**src/sar_adc_defs.svh**
```systemverilog
// timing and width constants for the sar converter control block
`ifndef SAR_ADC_DEFS_SVH
`define SAR_ADC_DEFS_SVH
`define RESULT_BITS          16
`define CLK_PERIOD_PS        5000
`define CONV_TIME_MAX_NS     527
`define CONV_CYCLES          ((`CONV_TIME_MAX_NS * 1000) / `CLK_PERIOD_PS)
`define RESTART_GUARD_NS     40
`define RESTART_GUARD_CYCLES ((`RESTART_GUARD_NS * 1000) / `CLK_PERIOD_PS)
`define POR_WAIT_US          20
`endif

```
**src/sar_adc_pkg.sv**
```systemverilog
// types for the sar converter control block
package sar_adc_pkg;
  typedef enum logic [1:0] {ST_ACQUIRE, ST_CONVERT} conv_state_t;
endpackage

```
**src/sar_adc_conversion_and_serial_readout.sv**
```systemverilog
// sar converter control, conversion sequencing and serial readout
//
// What this block does
// - chain select low: shared pin enables or disables the serial output
// - chain select high: shared pin is the daisy chain serial input
// - rising edge on convert strobe wakes device and starts a conversion
// - busy goes high at conversion start and low at its end
// - when enabled, one bit leaves per serial clock rising edge, msb first
// - output carries own result or, in chain mode, upstream chain data
// - result is unsigned straight binary, zero input gives all zeros
// - device alternates acquisition and a conversion begun on strobe edge
// - sixteen binary weighted trial steps decide one bit each, msb down
// - finished sixteen bit code is loaded into the output shifter
// - readout belongs to the conversion just finished, no latency
// - conversion is timed internally; host only watches busy
// - device powers down automatically between conversions
// - a running conversion is never restarted by further strobe edges
// - msb is driven when conversion ends until first serial clock edge
// - last result may be shifted out while powered down
`timescale 1ns/1ps
`include "sar_adc_defs.svh"

module sar_adc_conversion_and_serial_readout #(
  parameter int RESULT_BITS = `RESULT_BITS,
  parameter int CONV_CYCLES = `CONV_CYCLES
) (
  input  wire logic                   mclk_i,
  input  wire logic                   reset_i,
  input  wire logic                   convert_strobe_i,
  input  wire logic                   chain_select_i,
  input  wire logic                   read_enable_or_chain_in_i,
  input  wire logic                   sck_i,
  input  wire logic                   comparator_i,
  output logic [RESULT_BITS-1:0]      sampling_cap_dac_o,
  output logic                        sample_switch_o,
  output logic                        power_up_o,
  output logic                        busy_o,
  output logic                        sdo_o,
  output logic                        sdo_oe_n_o
);

  localparam int STEP_CYCLES = CONV_CYCLES / RESULT_BITS;
  localparam int CW          = $clog2(CONV_CYCLES + 1);
  localparam int BW          = $clog2(RESULT_BITS + 1);

  // refuse sizes the sequencer cannot step through
  if (RESULT_BITS < 2 || RESULT_BITS > 64)
  begin : g_bad_width
    $error("result width out of range");
  end
  if (STEP_CYCLES < 1)
  begin : g_bad_time
    $error("conversion time shorter than one cycle per bit");
  end

  // ==========================================================
  // input synchronisers, two flops each for strobe, chain select, shared pin and serial clock; the comparator is used directly
  localparam int PIN_CNV  = 0;
  localparam int PIN_CHN  = 1;
  localparam int PIN_RDL  = 2;
  localparam int PIN_SCK  = 3;
  localparam int PINS     = 4;
  // the shared pin idles high so the output starts disabled
  localparam logic [PINS-1:0] PIN_IDLE = 4'h4;

  logic [PINS-1:0] pin_raw;
  logic [PINS-1:0] pin_sync;

  assign pin_raw[PIN_CNV] = convert_strobe_i;
  assign pin_raw[PIN_CHN] = chain_select_i;
  assign pin_raw[PIN_RDL] = read_enable_or_chain_in_i;
  assign pin_raw[PIN_SCK] = sck_i;

  for (genvar gi = 0; gi < PINS; gi++)
  begin : g_sync
    logic [1:0] stage_reg;
    logic [1:0] stage_next;

    always_comb
    begin
      stage_next = {stage_reg[0], pin_raw[gi]};
    end

    always_ff @(posedge mclk_i)
    begin
      if (reset_i)
        stage_reg <= {2{PIN_IDLE[gi]}};
      else
        stage_reg <= stage_next;
    end

    assign pin_sync[gi] = stage_reg[1];
  end

  // ==========================================================
  // edge detection on the synchronised strobe and serial clock
  logic cnv_last_reg, cnv_last_next;
  logic sck_last_reg, sck_last_next;

  always_comb
  begin
    cnv_last_next = pin_sync[PIN_CNV];
    sck_last_next = pin_sync[PIN_SCK];
  end

  always_ff @(posedge mclk_i)
  begin
    if (reset_i)
    begin
      cnv_last_reg <= 1'b0;
      sck_last_reg <= 1'b0;
    end
    else
    begin
      cnv_last_reg <= cnv_last_next;
      sck_last_reg <= sck_last_next;
    end
  end

  logic cnv_rise;
  logic sck_rise;
  logic chain_mode;
  logic pin_level;

  assign cnv_rise   = pin_sync[PIN_CNV] & ~cnv_last_reg;
  assign sck_rise   = pin_sync[PIN_SCK] & ~sck_last_reg;
  assign chain_mode = pin_sync[PIN_CHN];
  assign pin_level  = pin_sync[PIN_RDL];

  // ==========================================================
  // conversion sequencer
  function automatic logic [RESULT_BITS-1:0] bit_mask(input logic [BW-1:0] idx);
    logic [RESULT_BITS-1:0] m;
    m = '0;
    m[idx[$clog2(RESULT_BITS)-1:0]] = 1'b1;
    return m;
  endfunction

  // keep or drop the bit under trial by the comparator decision
  function automatic logic [RESULT_BITS-1:0] decide(input logic [RESULT_BITS-1:0] trial,
                                                    input logic [BW-1:0]          idx,
                                                    input logic                   keep);
    return keep ? trial : (trial & ~bit_mask(idx));
  endfunction

  sar_adc_pkg::conv_state_t state_reg, state_next;
  logic [CW-1:0]          tick_reg,   tick_next;
  logic [BW-1:0]          bit_reg,    bit_next;
  logic [RESULT_BITS-1:0] trial_reg,  trial_next;
  logic                   done_pulse;

  always_comb
  begin
    state_next = state_reg;
    tick_next  = tick_reg;
    bit_next   = bit_reg;
    trial_next = trial_reg;
    done_pulse = 1'b0;
    unique case (state_reg)
      sar_adc_pkg::ST_ACQUIRE:
      begin
        if (cnv_rise)
        begin
          state_next = sar_adc_pkg::ST_CONVERT;
          tick_next  = '0;
          bit_next   = BW'(RESULT_BITS - 1);
          trial_next = bit_mask(BW'(RESULT_BITS - 1));
        end
      end
      sar_adc_pkg::ST_CONVERT:
      begin
        // further strobe edges are ignored until done
        if (tick_reg == CW'(STEP_CYCLES - 1))
        begin
          tick_next = '0;
          // settle the bit under trial, then try the next lower one
          trial_next = decide(trial_reg, bit_reg, comparator_i);
          if (bit_reg == '0)
          begin
            state_next = sar_adc_pkg::ST_ACQUIRE;
            done_pulse = 1'b1;
          end
          else
          begin
            bit_next   = bit_reg - BW'(1);
            trial_next = decide(trial_reg, bit_reg, comparator_i) | bit_mask(bit_reg - BW'(1));
          end
        end
        else
          tick_next = tick_reg + CW'(1);
      end
    endcase
  end

  always_ff @(posedge mclk_i)
  begin
    if (reset_i)
    begin
      state_reg <= sar_adc_pkg::ST_ACQUIRE;
      tick_reg  <= '0;
      bit_reg   <= '0;
      trial_reg <= '0;
    end
    else
    begin
      state_reg <= state_next;
      tick_reg  <= tick_next;
      bit_reg   <= bit_next;
      trial_reg <= trial_next;
    end
  end

  // ==========================================================
  // output shifter
  logic [RESULT_BITS-1:0] shift_reg, shift_next;

  always_comb
  begin
    shift_next = shift_reg;
    // straight binary code of this very conversion; the load wins over a shift
    if (done_pulse)
      shift_next = decide(trial_reg, bit_reg, comparator_i);
    else if (sck_rise && (chain_mode || !pin_level))
      shift_next = {shift_reg[RESULT_BITS-2:0], chain_mode & pin_level};
  end

  always_ff @(posedge mclk_i)
  begin
    if (reset_i)
      shift_reg <= '0;
    else
      shift_reg <= shift_next;
  end

  // ==========================================================
  // busy and power flags
  logic busy_reg,  busy_next;
  logic power_reg, power_next;

  always_comb
  begin
    busy_next  = busy_reg;
    power_next = power_reg;
    if (cnv_rise && state_reg == sar_adc_pkg::ST_ACQUIRE)
    begin
      busy_next  = 1'b1;
      power_next = 1'b1;
    end
    if (done_pulse)
    begin
      busy_next  = 1'b0;
      power_next = 1'b0;
    end
  end

  always_ff @(posedge mclk_i)
  begin
    if (reset_i)
    begin
      busy_reg  <= 1'b0;
      power_reg <= 1'b0;
    end
    else
    begin
      busy_reg  <= busy_next;
      power_reg <= power_next;
    end
  end

  // ==========================================================
  // pin side outputs, registered
  logic sample_reg, sample_next;
  logic oe_n_reg,   oe_n_next;

  always_comb
  begin
    // the sampling switch opens on the same edge the conversion starts
    sample_next = (state_next == sar_adc_pkg::ST_ACQUIRE);
    // chain mode always drives; normal mode follows the enable pin
    oe_n_next   = chain_mode ? 1'b0 : pin_level;
  end

  always_ff @(posedge mclk_i)
  begin
    if (reset_i)
    begin
      sample_reg <= 1'b1;
      oe_n_reg   <= 1'b1;
    end
    else
    begin
      sample_reg <= sample_next;
      oe_n_reg   <= oe_n_next;
    end
  end

  // ==========================================================
  // outputs
  assign busy_o             = busy_reg;
  assign power_up_o         = power_reg;
  assign sample_switch_o    = sample_reg;
  assign sampling_cap_dac_o = trial_reg;
  assign sdo_o              = shift_reg[RESULT_BITS-1];
  assign sdo_oe_n_o         = oe_n_reg;

endmodule

```
**config.mk**
```make
export PLATFORM = sky130hd
export DESIGN_NAME = sar_adc_conversion_and_serial_readout
export DESIGN_NICKNAME = d
export VERILOG_FILES = /design/src/sar_adc_pkg.sv /design/src/sar_adc_conversion_and_serial_readout.sv
export VERILOG_INCLUDE_DIRS = /design/src /design/src/src
export SDC_FILE = /design/constraint.sdc
export NUM_CORES = 1
export LEC_CHECK = 0
export BUFFER_PORTS_ARGS = -buffer_cell sky130_fd_sc_hd__clkbuf_2
export CORE_UTILIZATION = 55
export CTS_BUF_LIST = sky130_fd_sc_hd__clkbuf_4
export DETAILED_ROUTE_END_ITERATION = 6
export PLACE_DENSITY_LB_ADDON = 0.1
export REMOVE_ABC_BUFFERS = 1
export SETUP_SLACK_MARGIN = 0.5
export SKIP_LAST_GASP = 1
export SLEW_MARGIN = 20
export SYNTH_ARGS = -nofsm -noshare
export SYNTH_HDL_FRONTEND = slang
export SYNTH_SLANG_ARGS = --single-unit
```
**constraint.sdc**
```tcl
create_clock -name mclk_i -period 3.05 [get_ports mclk_i]
set_input_delay 0.1525 -clock mclk_i [delete_from_list [all_inputs] [get_ports mclk_i]]
set_output_delay 0.1525 -clock mclk_i [all_outputs]
set_load 0.02 [all_outputs]
```
==> summary.json <==
{
  "clock_tree.htree_level_count": {"value": 3},
  "placed_cells_incl_taps": {"value": 406},
  "number_of_buffers_added_by_the_clock_tree_synthesis_step": {"value": 9},
  "time_the_worst_path_needs_with_i_o_delays_and_setup": {"value": 2170, "unit": "ps"},
  "synth_top_cells_by_area": {"value": "dfxtp_1, mux2i_1, nor2b_1, a211oi_1, nor2_1"},
  "worstPathRequired": {"value": 3330, "unit": "ps"},
  "outcome": {"value": "finished, final reports clean"},
  "initial_antenna_violation_count": {"value": 0},
  "timing_worst_slew_pin_value": {"value": 1010, "unit": "ps"},
  "globalRouteMet1Util": {"value": 35.8, "unit": "%"},
  "reg2reg_to": {"value": "shift_reg[6]"},
  "cp_cell_sequence": {"value": "inv_1 > ha_1 > nor4b_4 > nand4_2 > buf_4 > a21oi_1 > a211oi_1"},
  "report.final.slew_viol_count": {"value": 0},
  "rows": {"value": 26},
  "share_of_the_synthesized_area_in_compound_gates_ao_oa_aoi_oai": {"value": 22.9, "unit": "%"},
  "hold_path_class": {"value": "in2reg"},
  "grt_pass1_vias": {"value": 2235},
  "clkSlewWorstSetupHoldPaths": {"value": 100, "unit": "ps"},
  "startpoint_class_of_the_critical_path": {"value": "flip-flop"},
  "cp.depth": {"value": 7},
  "synth_enable_flop_cells": {"value": 0},
  "hold_violations": {"value": 0},
  "synthesis.area_per_instance": {"value": 9.03, "unit": "sq um"},
  "worst_setup_path_endpoint": {"value": "shift_reg[6]"},
  "die_height": {"value": 75.3, "unit": "um"},
  "gr-usage-met3": {"value": 8.84, "unit": "%"},
  "cts_setup_buffers": {"value": 0},
  "fin_cells": {"value": 425},
  "antenna_cells_inserted": {"value": 0},
  "path_max_fanout": {"value": 32},
  "cells_after_synth": {"value": 327},
  "fp.dieArea": {"value": 5670, "unit": "sq um"},
  "synth_async_sr_flop_share": {"value": 0, "unit": "%"},
  "cts_sinks": {"value": 59},
  "period_share": {"value": 71.3, "unit": "%"},
  "setup.worst_path.class": {"value": "reg2reg"},
  "synth-seq-area-share": {"value": 40.0, "unit": "%"},
  "synth_fa_ha_area_share": {"value": 2.54, "unit": "%"},
  "critPathBufInv": {"value": 2},
  "muxShareOfSynthArea": {"value": 5.76, "unit": "%"},
  "grt_setup_unrepaired": {"value": "false"},
  "timing.critical_path.arrival": {"value": 2450, "unit": "ps"},
  "ys_dominant_reg_cell": {"value": "dfxtp_1"},
  "timing.critical_path.from": {"value": "bit_reg[0]"},
  "synth.top_cell.area_share": {"value": 40.0, "unit": "%"},
  "syn-cell-area": {"value": 2950, "unit": "sq um"},
  "dr.pass1.iters": {"value": 5},
  "postRouteWirelength": {"value": 6680, "unit": "um"},
  "cp_slowest_stage_delay": {"value": 470, "unit": "ps"},
  "end_kind": {"value": "flip-flop"},
  "max_clock_freq": {"value": 0.460, "unit": "GHz"},
  "cap_viol_max_count": {"value": 0},
  "vias": {"value": 2532},
  "global_route_wire_length_before_repair": {"value": 10900, "unit": "um"},
  "grt_max_degree": {"value": 54},
  "synth_simple_gate_area_share": {"value": 22.7, "unit": "%"},
  "clock_path_buffers": {"value": 2},
  "initial_utilization": {"value": 57.5, "unit": "%"},
  "drive_gt1_share": {"value": 15.2, "unit": "%"},
  "synth_top_family_by_area": {"value": "compound AO/OA/AOI/OAI gates"},
  "register_area": {"value": 1180, "unit": "sq um"},
  "dp_worst_slack": {"value": 790, "unit": "ps"},
  "gp_congestion": {"value": 0.811},
  "path_delay_family": {"value": "simple AND/OR/NAND/NOR gates"},
  "ff2ff_path_depth": {"value": 7},
  "fin_nets": {"value": 364},
  "io_pins": {"value": 28},
  "routedWlPerCell": {"value": 15.7, "unit": "um"},
  "cts_tree": {"value": "built"},
  "global_route.usage.total": {"value": 26.3, "unit": "%"},
  "fin_hold_ws": {"value": 155, "unit": "ps"},
  "grt.met2_usage": {"value": 38.2, "unit": "%"},
  "global_route.peak_usage_layer": {"value": "met2"},
  "leakagePower": {"value": 1.34, "unit": "nW"},
  "power.total": {"value": 0.00159, "unit": "W"},
  "slowest_stage": {"value": "ha_1"},
  "slew_headroom": {"value": 32.7, "unit": "%"},
  "via_per_inst": {"value": 5.96},
  "worst_r2r_startpoint": {"value": "bit_reg[0]"},
  "root_buffer": {"value": "clkbuf_4"},
  "yosys_warnings": {"value": 0},
  "irDropWorstVdd": {"value": 0.377, "unit": "mV"},
  "drc": {"value": 0},
  "multiInputGateArea": {"value": 1640, "unit": "sq um"},
  "setup_violations": {"value": 0},
  "worst_skew_pair.late_latency": {"value": 410, "unit": "ps"},
  "detail_placement_hpwl": {"value": 4480, "unit": "um"},
  "core_region_area": {"value": 5140, "unit": "sq um"},
  "regToRegSetupSlack": {"value": 880, "unit": "ps"},
  "synth-xor-area-share": {"value": 1.19, "unit": "%"},
  "fin_ws": {"value": 877, "unit": "ps"},
  "setup_total_negative_slack": {"value": 0, "unit": "ps"},
  "area_growth_syn_to_layout": {"value": 11.2, "unit": "%"},
  "drt_first_iter_violations": {"value": 210},
  "antenna_violating_nets_post_route": {"value": 0},
  "floorplan.die.width": {"value": 75.3, "unit": "um"},
  "mostFrequentLayoutCells": {"value": "dfxtp_1, nor2_1, clkbuf_2"},
  "portBuffers": {"value": 27},
  "ys_ff_latch": {"value": 59},
  "fill_cells": {"value": 470},
  "global_route.overflow_total": {"value": 0},
  "synth_top_cell_by_area": {"value": "dfxtp_1"},
  "ys_types": {"value": 54},
  "clock_skew": {"value": 14.2, "unit": "ps"},
  "power.density": {"value": 485, "unit": "nW/um^2"},
  "layout_commonest_cell": {"value": "dfxtp_1"}
}
[stage by stage]
step	area (sq um)	utilization [%]
6_report	3280	63.9
5_1_grt	3280	63.9
4_1_cts	3280	63.7
3_5_place_dp	3090	60.1
3_3_place_gp	3090	60.1
2_1_floorplan	2840	-
[where the power goes]
group / switching [W] / internal, W / leakage (nW)
combinational: 0.000115 / 0.0000632 / 0.782
sequential: 0.0000286 / 0.000787 / 0.479
clock: 0.000277 / 0.000323 / 0.0808
total: 0.000421 / 0.00117 / 1.34
[repair_timing]
item,CTS,global route
hold buffers,4,0
setup endpoints to repair,0,1
gates resized for setup,0,1
hold endpoints to repair,4,0
[cell families (layout without fill, tap and decap cells)]
group,Yosys count,after routing
compound gates,98,98
mux,17,17
simple gates,113,113
buf+inv,30,58
flops,59,59
fa+ha+maj,6,6
xor+xnor,4,4
[worst min-delay path: stages]
cell and delay [ps]:
clkbuf_2 130, nor4_4 90, nand2_1 60, o211ai_1 70
[per-layer routing]
metal	wire length, um	vias up
met5	0	-
met4	134	0
met3	348	9
met2	2970	80
met1	3220	1192
li1	-	1251
[how the worst min path moves through the flow]
stage                                   start                endpoint  slack [ps]  depth (start not counted)
floorplan                             reset_i            sck_last_reg         220                          1
global placement    read_enable_or_chain_in_i  g_sync[2].stage_reg[0]         340                          2
detailed placement  read_enable_or_chain_in_i  g_sync[2].stage_reg[0]         340                          2
CTS                                   reset_i  sampling_cap_dac_o[14]         150                          4
global route                          reset_i  sampling_cap_dac_o[14]         160                          4
finish                                reset_i  sampling_cap_dac_o[14]         160                          4
[cell usage after synthesis (3+ instances only)]
library cell and count:
ha_1 6, nand2b_1 6, a22o_1 4, nand3_1 8, buf_6 3, dfxtp_1 59
inv_1 9, a21boi_0 10, mux2i_1 17, buf_2 3, a211oi_1 19, a31oi_1 7
or2_2 3, nor3_1 5, nor2b_1 24, nand2_1 12, a32oi_1 4, clkbuf_1 13
a21oi_1 17, o211ai_1 9, nand3b_1 5, o21ai_0 15, nor2_1 28, o2bb2ai_1 3
[cell type report]
class	instances	area share (%)
inverter	9	1.03
sequential	59	36.0
tap	70	2.67
multi-input combinational	238	49.8
timing repair buffer	34	6.02
clock inverter	6	2.48
clock buffer	9	2.06
Power figures use the tool's default switching activity.
